**config.mk**
```make
export PLATFORM = sky130hd
export DESIGN_NAME = pfb_ctrl
export DESIGN_NICKNAME = d
export VERILOG_FILES = /design/src/rtl/pfb_pkg.sv /design/src/rtl/pfb_sync.sv /design/src/rtl/pfb_ctrl.sv
export SDC_FILE = /design/constraint.sdc
export NUM_CORES = 1
export LEC_CHECK = 0
export BUFFER_PORTS_ARGS = -buffer_cell sky130_fd_sc_hd__buf_4
export CORE_UTILIZATION = 63
export CTS_BUF_LIST = sky130_fd_sc_hd__clkbuf_2 sky130_fd_sc_hd__clkbuf_4 sky130_fd_sc_hd__clkbuf_8
export DETAILED_ROUTE_END_ITERATION = 8
export PLACE_DENSITY = 0.86
export SLEW_MARGIN = 5
export SYNTH_ARGS = -nofsm -noshare
export SYNTH_HDL_FRONTEND = slang
export SYNTH_HIERARCHICAL = 1
export SYNTH_SLANG_ARGS = --single-unit
```
**constraint.sdc**
```tcl
create_clock -name clk -period 2.75 [get_ports clk]
set_input_delay 0.55 -clock clk [delete_from_list [all_inputs] [get_ports clk]]
set_output_delay 0.55 -clock clk [all_outputs]
set_load 0.02 [all_outputs]
```
**src/rtl/pfb_pkg.sv**
```systemverilog
// Purpose: Constants for the power-fail and backup-supply control block
// Assumes: 10 MHz clock, synchronous active-low reset
// Notes:   Long counts are top-level parameters derived from these times
//
// Notes on behaviour
// RQ1 - Flag low when monitored level below trip
// RQ2 - Main below backup: comparator off, flag low
// RQ3 - Flag forced high during reset timeout
// RQ4 - Reset held while manual low, plus 200ms
// RQ5 - Seal arms only with manual input high
// RQ6 - Armed seal ignores manual reset input
// RQ7 - Backup mode needs below-reset and below-backup
// RQ8 - Output supply: main above reset, else higher
// RQ9 - Backup mode: reset low, watchdog disabled
// RQ10 - Backup mode: chip-select out high, input hi-Z
// RQ11 - Undriven kick input serviced internally
// RQ12 - Processor pulses kick within seven-eighths timeout
// RQ13 - No backup mode while main above reset
// RQ14 - Reset held full timeout after main recovers
// RQ15 - Missing kick within 1.6s asserts reset
// RQ16 - Chip-select pass disabled during reset
// RQ17 - Comparator inputs pass two-stage synchroniser
package pfb_pkg;

  localparam int unsigned CLK_HZ         = 10_000_000;
  localparam int unsigned RESET_TIME_MS  = 200;
  localparam int unsigned WDOG_TIME_MS   = 1600;
  localparam int unsigned RESET_CYCLES   = (CLK_HZ / 1000) * RESET_TIME_MS;
  localparam int unsigned WDOG_CYCLES    = (CLK_HZ / 1000) * WDOG_TIME_MS;
  localparam int unsigned SYNC_STAGES    = 2;
  localparam int unsigned CNT_W          = 25;
  localparam logic        SUPPLY_MAIN    = 1'b0;
  localparam logic        SUPPLY_BACKUP  = 1'b1;

  typedef enum logic [1:0] {
    PFB_ST_HOLD   = 2'b00,
    PFB_ST_RUN    = 2'b01,
    PFB_ST_BACKUP = 2'b11
  } pfb_state_e;

endpackage : pfb_pkg

```
**src/rtl/pfb_sync.sv**
```systemverilog
// Purpose: Two-flop synchroniser for a bus of asynchronous levels
// Assumes: Inputs come from outside the clock domain
// Notes:   First stage feeds only the second stage
`timescale 1ns/100ps
module pfb_sync
  import pfb_pkg::*;
#(
  parameter int unsigned WIDTH = 1
) (
  input  wire logic             clk,
  input  wire logic             rst_b,
  input  wire logic [WIDTH-1:0] async_in,
  output logic      [WIDTH-1:0] sync_out
);

  logic [WIDTH-1:0] meta_ff;
  logic [WIDTH-1:0] sync_ff;

  always_ff @(posedge clk) begin
    if (!rst_b) begin
      meta_ff <= '0;
      sync_ff <= '0;
    end else begin
      meta_ff <= async_in;
      sync_ff <= meta_ff;
    end
  end

  assign sync_out = sync_ff;

endmodule : pfb_sync

```
**src/rtl/pfb_ctrl.sv**
```systemverilog
// Purpose: Power-fail flag, backup switchover, reset and watchdog control
// Assumes: Comparator decisions arrive as asynchronous levels
// Notes:   Seal arming is sampled when reset timeout ends with manual input high
`timescale 1ns/100ps
module pfb_ctrl
  import pfb_pkg::*;
#(
  parameter int unsigned RESET_CNT = RESET_CYCLES,
  parameter int unsigned WDOG_CNT  = WDOG_CYCLES
) (
  input  wire logic clk,
  input  wire logic rst_b,
  input  wire logic level_below_trip,
  input  wire logic main_below_reset,
  input  wire logic main_below_backup,
  input  wire logic manual_reset_n,
  input  wire logic watchdog_kick,
  input  wire logic watchdog_kick_driven,
  input  wire logic chip_select_in_n,
  output logic      powerfail_flag_n,
  output logic      reset_out_n,
  output logic      supply_select,
  output logic      backup_mode,
  output logic      watchdog_enable,
  output logic      chip_select_out_n,
  output logic      chip_select_in_hiz,
  output logic      seal_armed,
  output logic      internal_kick
);

  ////////////////////////////////////////////////////////////////////////////
  // Synchronised inputs
  // Chip-select input is a pin too, so it takes the same two flops
  logic [6:0] sync_v;

  pfb_sync #(.WIDTH(7)) u_sync (
    .clk      (clk),
    .rst_b    (rst_b),
    .async_in ({level_below_trip, main_below_reset, main_below_backup,
                manual_reset_n, watchdog_kick, watchdog_kick_driven,
                chip_select_in_n}),
    .sync_out (sync_v)
  ); // [RQ17]

  wire s_lvl_low  = sync_v[6];
  wire s_main_low = sync_v[5];
  wire s_main_bk  = sync_v[4];
  wire s_mr_n     = sync_v[3];
  wire s_kick     = sync_v[2];
  wire s_kick_drv = sync_v[1];
  wire s_cs_n     = sync_v[0];

  ////////////////////////////////////////////////////////////////////////////
  // State and counters
  pfb_state_e       state_ff, nxt_state;
  logic [CNT_W-1:0] rst_cnt_ff, nxt_rst_cnt;
  logic [CNT_W-1:0] wd_cnt_ff, nxt_wd_cnt;
  logic             kick_ff;
  logic             seal_ff, nxt_seal;
  logic             pf_n_ff, rst_n_ff, bk_ff, sel_ff, cs_n_ff, hiz_ff, ikick_ff;

  wire in_backup  = s_main_low && s_main_bk;                      // [RQ7] [RQ13]
  // Manual input is disregarded once the seal is armed
  wire mr_active  = !s_mr_n && !seal_ff;                          // [RQ6]
  wire kick_eff   = s_kick_drv ? s_kick : ikick_ff;               // [RQ11]
  wire kick_edge  = kick_eff && !kick_ff;
  wire wd_expire  = (state_ff == PFB_ST_RUN) &&
                    (wd_cnt_ff == CNT_W'(WDOG_CNT - 1));          // [RQ15]
  wire rst_done   = (rst_cnt_ff == CNT_W'(RESET_CNT - 1));
  wire seven_8th  = (wd_cnt_ff == CNT_W'((WDOG_CNT / 8) * 7));

  always_comb begin
    nxt_state   = state_ff;
    nxt_rst_cnt = rst_cnt_ff;
    nxt_wd_cnt  = wd_cnt_ff;
    nxt_seal    = seal_ff;
    case (state_ff)
      PFB_ST_HOLD: begin
        nxt_wd_cnt = '0;
        if (in_backup) begin
          nxt_state   = PFB_ST_BACKUP;
          nxt_rst_cnt = '0;
        end else if (s_main_low || mr_active) begin
          nxt_rst_cnt = '0;                                       // [RQ4] [RQ14]
        end else if (rst_done) begin
          nxt_state = PFB_ST_RUN;
          // Seal arms only if manual input high at end of timeout
          if (s_mr_n) begin
            nxt_seal = 1'b1;                                      // [RQ5]
          end
        end else begin
          nxt_rst_cnt = rst_cnt_ff + 1'b1;
        end
      end
      PFB_ST_RUN: begin
        nxt_rst_cnt = '0;
        if (in_backup) begin
          nxt_state = PFB_ST_BACKUP;
        end else if (s_main_low || mr_active || wd_expire) begin
          nxt_state = PFB_ST_HOLD;                                // [RQ15]
        end else if (kick_edge) begin
          nxt_wd_cnt = '0;
        end else begin
          nxt_wd_cnt = wd_cnt_ff + 1'b1;
        end
      end
      PFB_ST_BACKUP: begin
        nxt_rst_cnt = '0;
        nxt_wd_cnt  = '0;                                         // [RQ9]
        if (!in_backup) begin
          nxt_state = PFB_ST_HOLD;
        end
      end
      default: nxt_state = PFB_ST_HOLD;
    endcase
  end

  ////////////////////////////////////////////////////////////////////////////
  // Output decode
  wire in_timeout = (state_ff == PFB_ST_HOLD) && !s_main_low && !mr_active;
  wire nxt_pf_n   = s_main_bk  ? 1'b0 :                           // [RQ2]
                    in_timeout ? 1'b1 :                           // [RQ3]
                    !s_lvl_low;                                   // [RQ1]
  wire nxt_rst_n  = (nxt_state == PFB_ST_RUN);                    // [RQ9] [RQ14]
  wire nxt_bk     = (nxt_state == PFB_ST_BACKUP);
  wire nxt_sel    = (s_main_low && s_main_bk) ? SUPPLY_BACKUP : SUPPLY_MAIN; // [RQ8]
  wire nxt_hiz    = !nxt_rst_n;                                   // [RQ10] [RQ16]
  wire nxt_cs_n   = nxt_rst_n ? s_cs_n : 1'b1;                    // [RQ10] [RQ16]
  // Internal pulse high one cycle at seven-eighths of the timeout
  wire nxt_ikick  = (state_ff == PFB_ST_RUN) && seven_8th;        // [RQ11]

  always_ff @(posedge clk) begin
    if (!rst_b) begin
      state_ff   <= PFB_ST_HOLD;
      rst_cnt_ff <= '0;
      wd_cnt_ff  <= '0;
      kick_ff    <= 1'b0;
      seal_ff    <= 1'b0;
      pf_n_ff    <= 1'b1;
      rst_n_ff   <= 1'b0;
      bk_ff      <= 1'b0;
      sel_ff     <= SUPPLY_MAIN;
      cs_n_ff    <= 1'b1;
      hiz_ff     <= 1'b1;
      ikick_ff   <= 1'b0;
    end else begin
      state_ff   <= nxt_state;
      rst_cnt_ff <= nxt_rst_cnt;
      wd_cnt_ff  <= nxt_wd_cnt;
      kick_ff    <= kick_eff;
      seal_ff    <= nxt_seal;
      pf_n_ff    <= nxt_pf_n;
      rst_n_ff   <= nxt_rst_n;
      bk_ff      <= nxt_bk;
      sel_ff     <= nxt_sel;
      cs_n_ff    <= nxt_cs_n;
      hiz_ff     <= nxt_hiz;
      ikick_ff   <= nxt_ikick;
    end
  end

  assign powerfail_flag_n   = pf_n_ff;
  assign reset_out_n        = rst_n_ff;
  assign backup_mode        = bk_ff;
  assign supply_select      = sel_ff;
  assign chip_select_out_n  = cs_n_ff;
  assign chip_select_in_hiz = hiz_ff;
  assign watchdog_enable    = (state_ff == PFB_ST_RUN);           // [RQ9]
  assign seal_armed         = seal_ff;
  assign internal_kick      = ikick_ff;

  ////////////////////////////////////////////////////////////////////////////
  // Assertions
  property p_flag_trip;
    @(posedge clk) disable iff (!rst_b)
      (s_lvl_low && !s_main_bk && !in_timeout) |=> !powerfail_flag_n;
  endproperty
  a_flag_trip: assert property (p_flag_trip) else $error("flag not low on trip"); // [RQ1]

  property p_flag_bk;
    @(posedge clk) disable iff (!rst_b) s_main_bk |=> !powerfail_flag_n;
  endproperty
  a_flag_bk: assert property (p_flag_bk) else $error("flag not low below backup"); // [RQ2]

  property p_flag_tmo;
    @(posedge clk) disable iff (!rst_b) (in_timeout && !s_main_bk) |=> powerfail_flag_n;
  endproperty
  a_flag_tmo: assert property (p_flag_tmo) else $error("flag not high in timeout"); // [RQ3]

  property p_mr_hold;
    @(posedge clk) disable iff (!rst_b) mr_active |=> !reset_out_n;
  endproperty
  a_mr_hold: assert property (p_mr_hold) else $error("reset released with manual low"); // [RQ4]

  property p_seal;
    @(posedge clk) disable iff (!rst_b) $rose(seal_ff) |-> $past(s_mr_n);
  endproperty
  a_seal: assert property (p_seal) else $error("seal armed with manual low"); // [RQ5]

  property p_bk_cond;
    @(posedge clk) disable iff (!rst_b) backup_mode |-> $past(in_backup);
  endproperty
  a_bk_cond: assert property (p_bk_cond) else $error("backup without both conditions"); // [RQ7]

  property p_bk_out;
    @(posedge clk) disable iff (!rst_b)
      backup_mode |-> (!reset_out_n && chip_select_out_n && chip_select_in_hiz);
  endproperty
  a_bk_out: assert property (p_bk_out) else $error("backup outputs wrong"); // [RQ10]

  property p_wd_off;
    @(posedge clk) disable iff (!rst_b) backup_mode |-> !watchdog_enable;
  endproperty
  a_wd_off: assert property (p_wd_off) else $error("watchdog on in backup"); // [RQ9]

  property p_rel;
    @(posedge clk) disable iff (!rst_b) $rose(reset_out_n) |-> $past(rst_done);
  endproperty
  a_rel: assert property (p_rel) else $error("reset released early"); // [RQ14]

  property p_cs_rst;
    @(posedge clk) disable iff (!rst_b) !reset_out_n |-> chip_select_out_n;
  endproperty
  a_cs_rst: assert property (p_cs_rst) else $error("chip select passed in reset"); // [RQ16]

  c_backup:  cover property (@(posedge clk) $rose(backup_mode));
  c_release: cover property (@(posedge clk) $rose(reset_out_n));
  c_wdog:    cover property (@(posedge clk) wd_expire);
  c_seal:    cover property (@(posedge clk) $rose(seal_ff));

endmodule : pfb_ctrl

```
==> flow_metrics.tcl, run 1 <==
set metrics [dict create \
    ys_seq_area_share_pct 41.2 \
    via_per_inst 6.42 \
    min_period_ns 2.32 \
    detail-route-antenna-nets 0 \
    drt-initial-drc-count 294 \
    clock-sinks 75 \
    hp-class "primary input to flip-flop" \
    hold_start "watchdog_kick_driven" \
    cts_resized 0 \
    port_buffers 17 \
    syn-cell-area_mm2 0.00365 \
    synthCells 422 \
    dr.pass1.iters 5 \
    reg2reg_setup_slack_ns 0.43 \
    antenna_found_initial 0 \
    p_seq_share_pct 53.4 \
    cts_made_buffers 9 \
    max_stage_delay_ns 0.50 \
    timing.hold.ws_ns 0.395 \
    most-common-layout-cells "75 x dfxtp_1, 38 x nand2_1, 38 x nor2_1, 29 x a21oi_1, 27 x buf_4" \
    hold_viol_final 0 \
    clk_latency_ns 0.36 \
    power.switching_mw 0.501 \
    yosys.area.top_type "dfxtp_1" \
    r2r-end "wd_cnt_ff[4]" \
    synth.ff_latch_count 75 \
    layout_setup_ws_ns 0.430 \
    cp.arrival_ns 2.58 \
    setup.worst_path.start_class "flip-flop" \
    synth_area_leaders "dfxtp_1 41%, a21oi_1 4.0%, nand2_1 3.9%, nor2_1 3.9%, nand4_1 3.8%" \
    grt_max_degree 27 \
    hold_buffers 0 \
    r2r_cells 8 \
    setup_viol 0 \
    grt_pass1_vias 3140 \
    cts_max_path_buffers 2 \
    crit_type "flip-flop to flip-flop" \
    grt_pass1_wl_mm 14.6 \
    period_share_pct 84.3 \
    syn_to_final_growth_pct 11.6 \
    dp_hpwl_mm 5.89 \
    fp.dieH_um 78.1 \
    drc 0 \
    vias 3357 \
    multi_input_area_mm2 0.00203 \
    p_int_mw 1.56 \
    hold_path_depth 2 \
    clkTransAtPathRegs_ns 0.09 \
    grt_use_total_pct 30.5 \
    synth_edf_count 0 \
    cellLeakagePower_nw 1.35 \
    rsz0062_at_grt "false" \
    power_density_mw_per_mm2 507 \
    drive_above_1_share_pct 14.4 \
    fillers 417 \
    cts_tree "yes" \
    htreeDepth 3 \
    ys_types 57 \
    synthesis.nets 438 \
    synthArstFlopShare_pct 0 \
    grt_remaining_overflow 0 \
    cp_max_fo 18 \
    swShare_pct 24.3 \
    comb_power_share_pct 3.7 \
    synth_top_cell_area_share_pct 41.2 \
    fin_nets 462 \
    clkPwrFrac_pct 42.8 \
    path_cells "inv_1, ha_1, nand4b_1, or3_2, o31ai_4, buf_4, o41ai_1, o21a_1" \
    core_area_mm2 0.00554 \
    ys.flop_type "dfxtp_1" \
    die-area_mm2 0.00610 \
    layout_commonest_cell "dfxtp_1" \
    pre_cts_slack_ns 0.454 \
    die_w_um 78.1 \
    crit_slowest_cell "or3_2" \
    synth_warnings 6 \
    ios 18 \
    drv_cap 0 \
    finalWirelength_mm 8.60 \
    power.total_mw 2.06 \
    start_util_pct 65.8 \
    cts_setup_buffers 0 \
    routabilityCongestion 0.947 \
    wire_per_inst_um 16.5 \
    outcome "completed" \
    tightest_slew_ns 0.700 \
    drv_slew 0 \
    fin_setup_tns_ns 0 \
    seqCellArea_mm2 0.00150 \
    worst_clock_skew_ns 0.0109 \
    r2r_start "state_ff[1]" \
    dp.cells 507 \
    std_cell_rows 27 \
    cts-root-buf "clkbuf_8" \
    worst_setup_path_end_kind "flip-flop" \
    insertedDiodeCount 0 \
    critPathRequiredTime_ns 3.01 \
    vdd_drop_max_v 0.000459 \
    final_cells 523 \
    fmax_mhz 431 \
    hold_end "u_sync/meta_ff[1]" \
    slew_headroom_pct 53.0 \
    avgSynthCellArea_um2 8.64 \
]
==> per-layer routing <==
metal / global-route usage, % / vias to the layer above / part of all wire [%]
met4: 10.9 / 0 / 1.5
li1: - / 1633 / -
met2: 48.0 / 131 / 46
met3: 7.44 / 12 / 6.9
met1: 40.8 / 1581 / 45
met5: 0 / - / 0
==> layout make-up <==
type	count	share of cell area [%]
sequential	75	36.9
clock inverter	7	2.03
multi-input combinational	323	49.9
clock buffer	9	3.04
timing repair buffer	27	4.98
inverter	10	0.923
tap	72	2.21
==> critical path: cells and delay by family, from the launching register on <==
| kind | cells | cell delay [ns] |
|---|---|---|
| simple gates | 2 | 0.66 |
| compound gates | 3 | 0.49 |
| fa+ha+maj | 1 | 0.38 |
| buf+inv | 2 | 0.36 |
| flops | 1 | 0.34 |
==> cells by family (layout without fill, tap and decap cells) <==
logic type | count (synthesis) | count (layout) | share of synthesized area, %
simple gates | 203 | 203 | 31.0
buf+inv | 24 | 53 | 3.12
flops | 75 | 75 | 41.2
xor+xnor | 13 | 13 | 3.12
fa+ha+maj | 7 | 7 | 2.40
mux | 4 | 4 | 1.10
compound gates | 96 | 96 | 18.1
==> power by group through the flow <==
stage | clock network (mW) | registers, mW | logic (mW)
2_1_floorplan | 0 | 1.13 | 0.0487
3_3_place_gp | 0 | 1.13 | 0.0738
3_5_place_dp | 0 | 1.13 | 0.0760
4_1_cts | 0.886 | 1.10 | 0.0766
5_1_grt | 0.943 | 1.10 | 0.0842
6_report | 0.883 | 1.10 | 0.0772
==> state kept, by name (all words and copies together) (netlist names) <==
signal / count
kick_ff: 1
u_sync/sync_out: 7
chip_select_out_n: 1
reset_out_n: 1
rst_cnt_ff: 25
seal_armed: 1
chip_select_in_hiz: 1
supply_select: 1
wd_cnt_ff: 25
u_sync/meta_ff: 7
backup_mode: 1
powerfail_flag_n: 1
state_ff: 2
internal_kick: 1
==> Yosys cell counts (3+ instances only) <==
cell type and number:
a21oi_1 29, and2_1 8, and2_2 10, and3_1 10, clkbuf_1 8, dfxtp_1 75
ha_1 7, inv_1 10, mux2i_1 4, nand2_1 38, nand3_1 23, nand3b_1 3
nand4_1 22, nand4b_1 5, nor2_1 38, nor3_1 5, nor4_1 8, nor4b_1 3
o211ai_1 11, o21ai_0 16, o22ai_1 5, o31ai_1 6, o32ai_1 3, o41ai_1 4
or3_1 11, or4_1 7, xnor2_1 3, xor2_1 10
==> worst max path at each step <==
stage                         to  depth (start not counted)  slack, ns        start
floorplan           wd_cnt_ff[6]                          9       0.51  state_ff[1]
global placement    wd_cnt_ff[4]                          8       0.55  state_ff[1]
detailed placement  wd_cnt_ff[4]                          8       0.45  state_ff[1]
CTS                 wd_cnt_ff[4]                          8       0.44  state_ff[1]
global route        wd_cnt_ff[4]                          8       0.25  state_ff[1]
finish              wd_cnt_ff[4]                          8       0.43  state_ff[1]
==> per-stage QoR <==
stage / instance area [um2] / utilization [%]
6_report: 4070 / 73.4
2_1_floorplan: 3650 / -
4_1_cts: 4070 / 73.4
5_1_grt: 4070 / 73.4
3_5_place_dp: 3860 / 69.7
3_3_place_gp: 3860 / 69.7
No activity file was read; power rests on OpenSTA's default activity.
==> run 2, diff against run 1 <==
--- a/config.mk
+++ b/config.mk
@@ -6,10 +6,10 @@
 export NUM_CORES = 1
 export LEC_CHECK = 0
 export BUFFER_PORTS_ARGS = -buffer_cell sky130_fd_sc_hd__buf_4
-export CORE_UTILIZATION = 63
+export CORE_UTILIZATION = 57
 export CTS_BUF_LIST = sky130_fd_sc_hd__clkbuf_2 sky130_fd_sc_hd__clkbuf_4 sky130_fd_sc_hd__clkbuf_8
 export DETAILED_ROUTE_END_ITERATION = 8
-export PLACE_DENSITY = 0.86
+export PLACE_DENSITY = 0.82
 export SLEW_MARGIN = 5
 export SYNTH_ARGS = -nofsm -noshare
 export SYNTH_HDL_FRONTEND = slang
==> constraint.sdc (replaced) <==
create_clock -name clk -period 2 [get_ports clk]
set_input_delay 0.4 -clock clk [delete_from_list [all_inputs] [get_ports clk]]
set_output_delay 0.4 -clock clk [all_outputs]
set_load 0.02 [all_outputs]
==> flow_metrics.tcl, run 2 (synthesized netlist as in run 1, its figures left out) <==
set metrics [dict create \
    vias 4284 \
    power.switching_mw 0.743 \
    r2r-end "wd_cnt_ff[24]" \
    start_util_pct 60.2 \
    grt_pass1_wl_mm 16.6 \
    violations "negative setup slack" \
    worst_setup_path_end_kind "flip-flop" \
    min_period_ns 2.29 \
    crit_family "simple AND/OR/NAND/NOR gates" \
    setup.worst_path.start_class "flip-flop" \
    clkTransAtPathRegs_ns 0.09 \
    grt_pass1_vias 3516 \
    die-area_mm2 0.00672 \
    core_area_mm2 0.00606 \
    drive_above_1_share_pct 32.5 \
    crit_slowest_cell "or3_4" \
    crit_start "state_ff[1]" \
    cp.depth 8 \
    most-common-layout-cells "91 x buf_4, 68 x dfxtp_1, 37 x nand2_1, 36 x nor2_1, 27 x a21oi_1" \
    cellLeakagePower_nw 1.74 \
    insertedDiodeCount 0 \
    cts_made_buffers 9 \
    fin_nets 534 \
    slew_headroom_pct 52.7 \
    max_stage_delay_ns 0.47 \
    path_cells "inv_4, ha_4, nand4b_1, or3_4, buf_4, o211ai_1, mux2i_1, nor2_1" \
    cts_tree "yes" \
    clk_latency_ns 0.36 \
    rsz0062_at_grt "true" \
    routabilityCongestion 0.904 \
    setup_viol 56 \
    swShare_pct 26.8 \
    critPathRequiredTime_ns 2.25 \
    hp-class "primary input to flip-flop" \
    hold_viol_final 0 \
    cp.buffers_inverters 2 \
    dr.pass1.iters 6 \
    fin_setup_tns_ns -5.86 \
    wire_per_inst_um 23.0 \
    reg2reg_setup_slack_ns -0.29 \
    via_per_inst 7.16 \
    p_int_mw 2.03 \
    fp.dieH_um 82.0 \
    layout_commonest_cell "buf_4" \
    drv_slew 0 \
    crit_type "flip-flop to flip-flop" \
    std_cell_rows 28 \
    syn_to_final_growth_pct 31.9 \
    die_w_um 82.0 \
    port_buffers 17 \
    drv_cap 0 \
    drc 0 \
    ios 18 \
    vdd_drop_max_v 0.000588 \
    top_regs "rst_cnt_ff x25, wd_cnt_ff x25" \
    comb_power_share_pct 5.1 \
    htreeDepth 3 \
    outcome "finished, violations left" \
    worst_clock_skew_ns 0.00798 \
    power_density_mw_per_mm2 577 \
    finalWirelength_mm 13.8 \
    tightest_slew_ns 0.705 \
    hold_buffers 0 \
    layout_setup_ws_ns -0.286 \
    r2r_cells 8 \
    placed_area_mm2 0.00435 \
    clkPwrFrac_pct 40.2 \
    grt_max_degree 29 \
    hold_path_depth 2 \
    drt-initial-drc-count 754 \
    cts_max_path_buffers 2 \
    r2r_start "state_ff[1]" \
    clock-sinks 75 \
    p_seq_share_pct 54.7 \
    antenna_found_initial 0 \
    dp_hpwl_mm 7.23 \
    cp_max_fo 4 \
    fmax_mhz 437 \
    grt_use_total_pct 33.4 \
    cts-root-buf "clkbuf_8" \
    period_share_pct 114 \
    final_core_util_pct 79.4 \
    crit_end "wd_cnt_ff[24]" \
    cp.arrival_ns 2.53 \
    detail-route-antenna-nets 0 \
    postLayoutCellArea_mm2 0.00481 \
    grt_remaining_overflow 0 \
]
run 2: cell count changes in the layout (fill, tap and decap cells not counted), sizes merged:
| cell | delta |
|---|---|
| clkinv | +2 |
| inv | -1 |
| buf | +72 |
| bufinv | -1 |
run 2: final cells by class:
cell class / instances / area [um2]
clock buffer: 9 / 124
clock inverter: 7 / 58.8
fill: 341 / 1250
inverter: 10 / 40.0
multi-input combinational: 323 / 2200
sequential: 75 / 1510
tap: 75 / 93.8
timing repair buffer: 99 / 776
run 2: metal layers:
metal | routed length (um) | GRT usage (%) | part of all wire, % | vias up
li1 | - | - | - | 1769
met1 | 4870 | 40.1 | 35 | 1958
met2 | 6170 | 54.3 | 45 | 408
met3 | 1660 | 8.78 | 12 | 149
met4 | 1070 | 17.5 | 7.7 | 0
met5 | 0 | 0 | 0 | -
run 2: power groups by stage:
stage | sequential [mW] | combinational [mW] | clock (mW)
6_report | 1.52 | 0.143 | 1.11
2_1_floorplan | 1.55 | 0.0686 | 0
3_3_place_gp | 1.55 | 0.114 | 0
3_5_place_dp | 1.55 | 0.119 | 0
5_1_grt | 1.52 | 0.147 | 1.18
4_1_cts | 1.51 | 0.122 | 1.10
run 2: worst min path at each step:
| stage | start | endpoint | slack, ns |
|---|---|---|---|
| global route | manual_reset_n | u_sync/meta_ff[3] | 0.23 |
| floorplan | u_sync/sync_out[0] | chip_select_out_n | 0.39 |
| finish | manual_reset_n | u_sync/meta_ff[3] | 0.24 |
| detailed placement | u_sync/meta_ff[1] | u_sync/sync_out[1] | 0.43 |
| CTS | watchdog_kick_driven | u_sync/meta_ff[1] | 0.24 |
| global placement | u_sync/sync_out[0] | chip_select_out_n | 0.40 |
run 2: per-stage QoR:
step                      hold slack [ns]  power, mW  cells  setup WS (ns)
final                               0.237       2.77    598         -0.286
after global routing                0.232       2.85    598         -0.287
after floorplan                     0.395       1.62    422      -0.000864
after CTS                           0.236       2.74    587        -0.0814
after global placement              0.401       1.66    571        -0.0175
after detailed placement            0.434       1.67    571        -0.0609
run 2: worst register-to-register path, stage by stage (launching register included):
cell and delay (ns):
dfxtp_2 0.36, inv_4 0.08, ha_4 0.17, nand4b_1 0.19, or3_4 0.47, buf_4 0.16, o211ai_1 0.33, mux2i_1 0.31
nor2_1 0.11
run 2: repair_timing:
| item | 4_1_cts | 5_1_grt |
|---|---|---|
| pin swaps | 6 | 11 |
| resized for setup | 7 | 45 |
| cloned | 0 | 3 |
| endpoints found under the setup margin | 22 | 51 |
| buffers inserted | 0 | 8 |
==> run 3, diff against run 2 <==
--- a/config.mk
+++ b/config.mk
@@ -6,10 +6,12 @@
 export NUM_CORES = 1
 export LEC_CHECK = 0
 export BUFFER_PORTS_ARGS = -buffer_cell sky130_fd_sc_hd__buf_4
-export CORE_UTILIZATION = 57
+export CELL_PAD_IN_SITES_DETAIL_PLACEMENT = 1
+export CELL_PAD_IN_SITES_GLOBAL_PLACEMENT = 2
+export CORE_UTILIZATION = 35
 export CTS_BUF_LIST = sky130_fd_sc_hd__clkbuf_2 sky130_fd_sc_hd__clkbuf_4 sky130_fd_sc_hd__clkbuf_8
 export DETAILED_ROUTE_END_ITERATION = 8
-export PLACE_DENSITY = 0.82
+export PLACE_DENSITY = 0.81
 export SLEW_MARGIN = 5
 export SYNTH_ARGS = -nofsm -noshare
 export SYNTH_HDL_FRONTEND = slang
==> flow_metrics.tcl, run 3 (synthesized netlist as in run 1, its figures left out) <==
set metrics [dict create \
    outcome "finished, violations left" \
    violations "negative setup slack" \
    final_cells 674 \
    routabilityCongestion 0.850 \
    vias 3761 \
    vdd_drop_max_v 0.000440 \
    die_w_um 104 \
    finalWirelength_mm 12.5 \
    clock-sinks 75 \
    r2r-end "reset_out_n" \
    wire_per_inst_um 18.6 \
    htreeDepth 3 \
    dr.pass1.iters 4 \
    drc 0 \
    drive_above_1_share_pct 36.6 \
    syn_to_final_growth_pct 42.1 \
    clk_latency_ns 0.38 \
    std_cell_rows 36 \
    dp.cells 644 \
    clkTransAtPathRegs_ns 0.09 \
    reg2reg_setup_slack_ns -0.07 \
    layout_setup_ws_ns -0.0709 \
    die-area_mm2 0.0108 \
    slew_headroom_pct 46.7 \
    port_buffers 17 \
    hold_path_depth 2 \
    cts_made_buffers 9 \
    hold_viol_final 0 \
    power.switching_mw 0.760 \
    grt_max_degree 25 \
    hold_buffers 0 \
    grt_pass1_wl_mm 19.8 \
    worst_setup_path_end_kind "flip-flop" \
    top_regs "rst_cnt_ff x25, wd_cnt_ff x25" \
    ios 18 \
    r2r_cells 5 \
    setup_viol 6 \
    fp.dieH_um 104 \
    comb_power_share_pct 4.9 \
    drv_slew 0 \
    pre_cts_slack_ns -0.0916 \
    cp.arrival_ns 2.35 \
    insertedDiodeCount 0 \
    postLayoutCellArea_mm2 0.00518 \
    min_period_ns 2.07 \
    r2r_start "wd_cnt_ff[14]" \
    drt-initial-drc-count 169 \
    most-common-layout-cells "106 x buf_4, 65 x dfxtp_1, 38 x nand2_1, 33 x nor2_1, 24 x a21oi_1" \
    critPathRequiredTime_ns 2.28 \
    cts-root-buf "clkbuf_8" \
    fin_setup_tns_ns -0.185 \
    hp-class "primary input to flip-flop" \
    fmax_mhz 483 \
    cts_max_path_buffers 2 \
    layout_commonest_cell "buf_4" \
    swShare_pct 25.9 \
    grt_remaining_overflow 0 \
    hold_start "manual_reset_n" \
    start_util_pct 36.6 \
    detail-route-antenna-nets 0 \
    power_density_mw_per_mm2 565 \
    crit_start "wd_cnt_ff[14]" \
    antenna_found_initial 0 \
    rsz0062_at_grt "true" \
    p_seq_share_pct 51.7 \
    grt_use_total_pct 23.0 \
    core_area_mm2 0.00995 \
    period_share_pct 104 \
    via_per_inst 5.58 \
    setup.worst_path.start_class "flip-flop" \
    clkPwrFrac_pct 43.4 \
    final_core_util_pct 52.0 \
    crit_type "flip-flop to flip-flop" \
    drv_cap 0 \
    tightest_slew_ns 0.794 \
    placed_area_mm2 0.00455 \
    cp_max_fo 4 \
    grt_pass1_vias 3876 \
    cts_tree "yes" \
    cellLeakagePower_nw 1.89 \
    dp_hpwl_mm 8.33 \
    fin_nets 552 \
    worst_clock_skew_ns 0.0120 \
    p_int_mw 2.17 \
    hold_end "u_sync/meta_ff[3]" \
]
## run 3: metrics by stage
step           hold WS (ns)  power, mW
2_1_floorplan         0.395       1.62
3_3_place_gp          0.407       1.67
3_5_place_dp          0.428       1.68
4_1_cts               0.222       2.93
5_1_grt               0.213       3.04
6_report              0.228       2.93
## run 3: how the worst max path moves through the flow
stage / to / slack, ns / cells after the start
global route: wd_cnt_ff[4] / -0.13 / 8
detailed placement: reset_out_n / -0.09 / 5
floorplan: reset_out_n / -0.0009 / 5
CTS: reset_out_n / -0.08 / 5
finish: reset_out_n / -0.07 / 5
global placement: reset_out_n / -0.02 / 5
## run 3: layer usage
metal / vias up / share of wire, % / track usage, %
li1: 1808 / - / -
met1: 1868 / 46 / 30.3
met2: 65 / 49 / 37.6
met3: 20 / 3.3 / 3.82
met4: 0 / 1.7 / 8.47
met5: - / 0 / 0
## run 3: final cells by class
class | count | area (um2)
fillers | 1156 | 4770
well taps | 133 | 166
inverters | 10 | 40.0
multi-input cells | 323 | 2290
clock buffers | 9 | 124
clock inverters | 7 | 83.8
flip-flops and latches | 75 | 1510
repair buffers | 117 | 958
## run 3: power groups by stage
stage | logic [mW] | registers [mW] | clock network, mW
after floorplan | 0.0686 | 1.55 | 0
after global placement | 0.125 | 1.55 | 0
after detailed placement | 0.128 | 1.55 | 0
after CTS | 0.131 | 1.51 | 1.28
after global routing | 0.155 | 1.52 | 1.36
final | 0.144 | 1.51 | 1.27
## run 3: timing repair
item / CTS / global route
cloned: 1 / 2
buffers inserted: 3 / 8
gates resized for setup: 10 / 65
hold endpoints to repair: 0 / 0
pin swaps: 3 / 22
endpoints found under the setup margin: 23 / 56
## run 3: worst max-delay path, stage by stage (launching register included)
cell	delay [ns]
dfxtp_2	0.34
nand4bb_4	0.24
or4_4	0.43
or4_4	0.55
a31o_4	0.25
and3_4	0.16
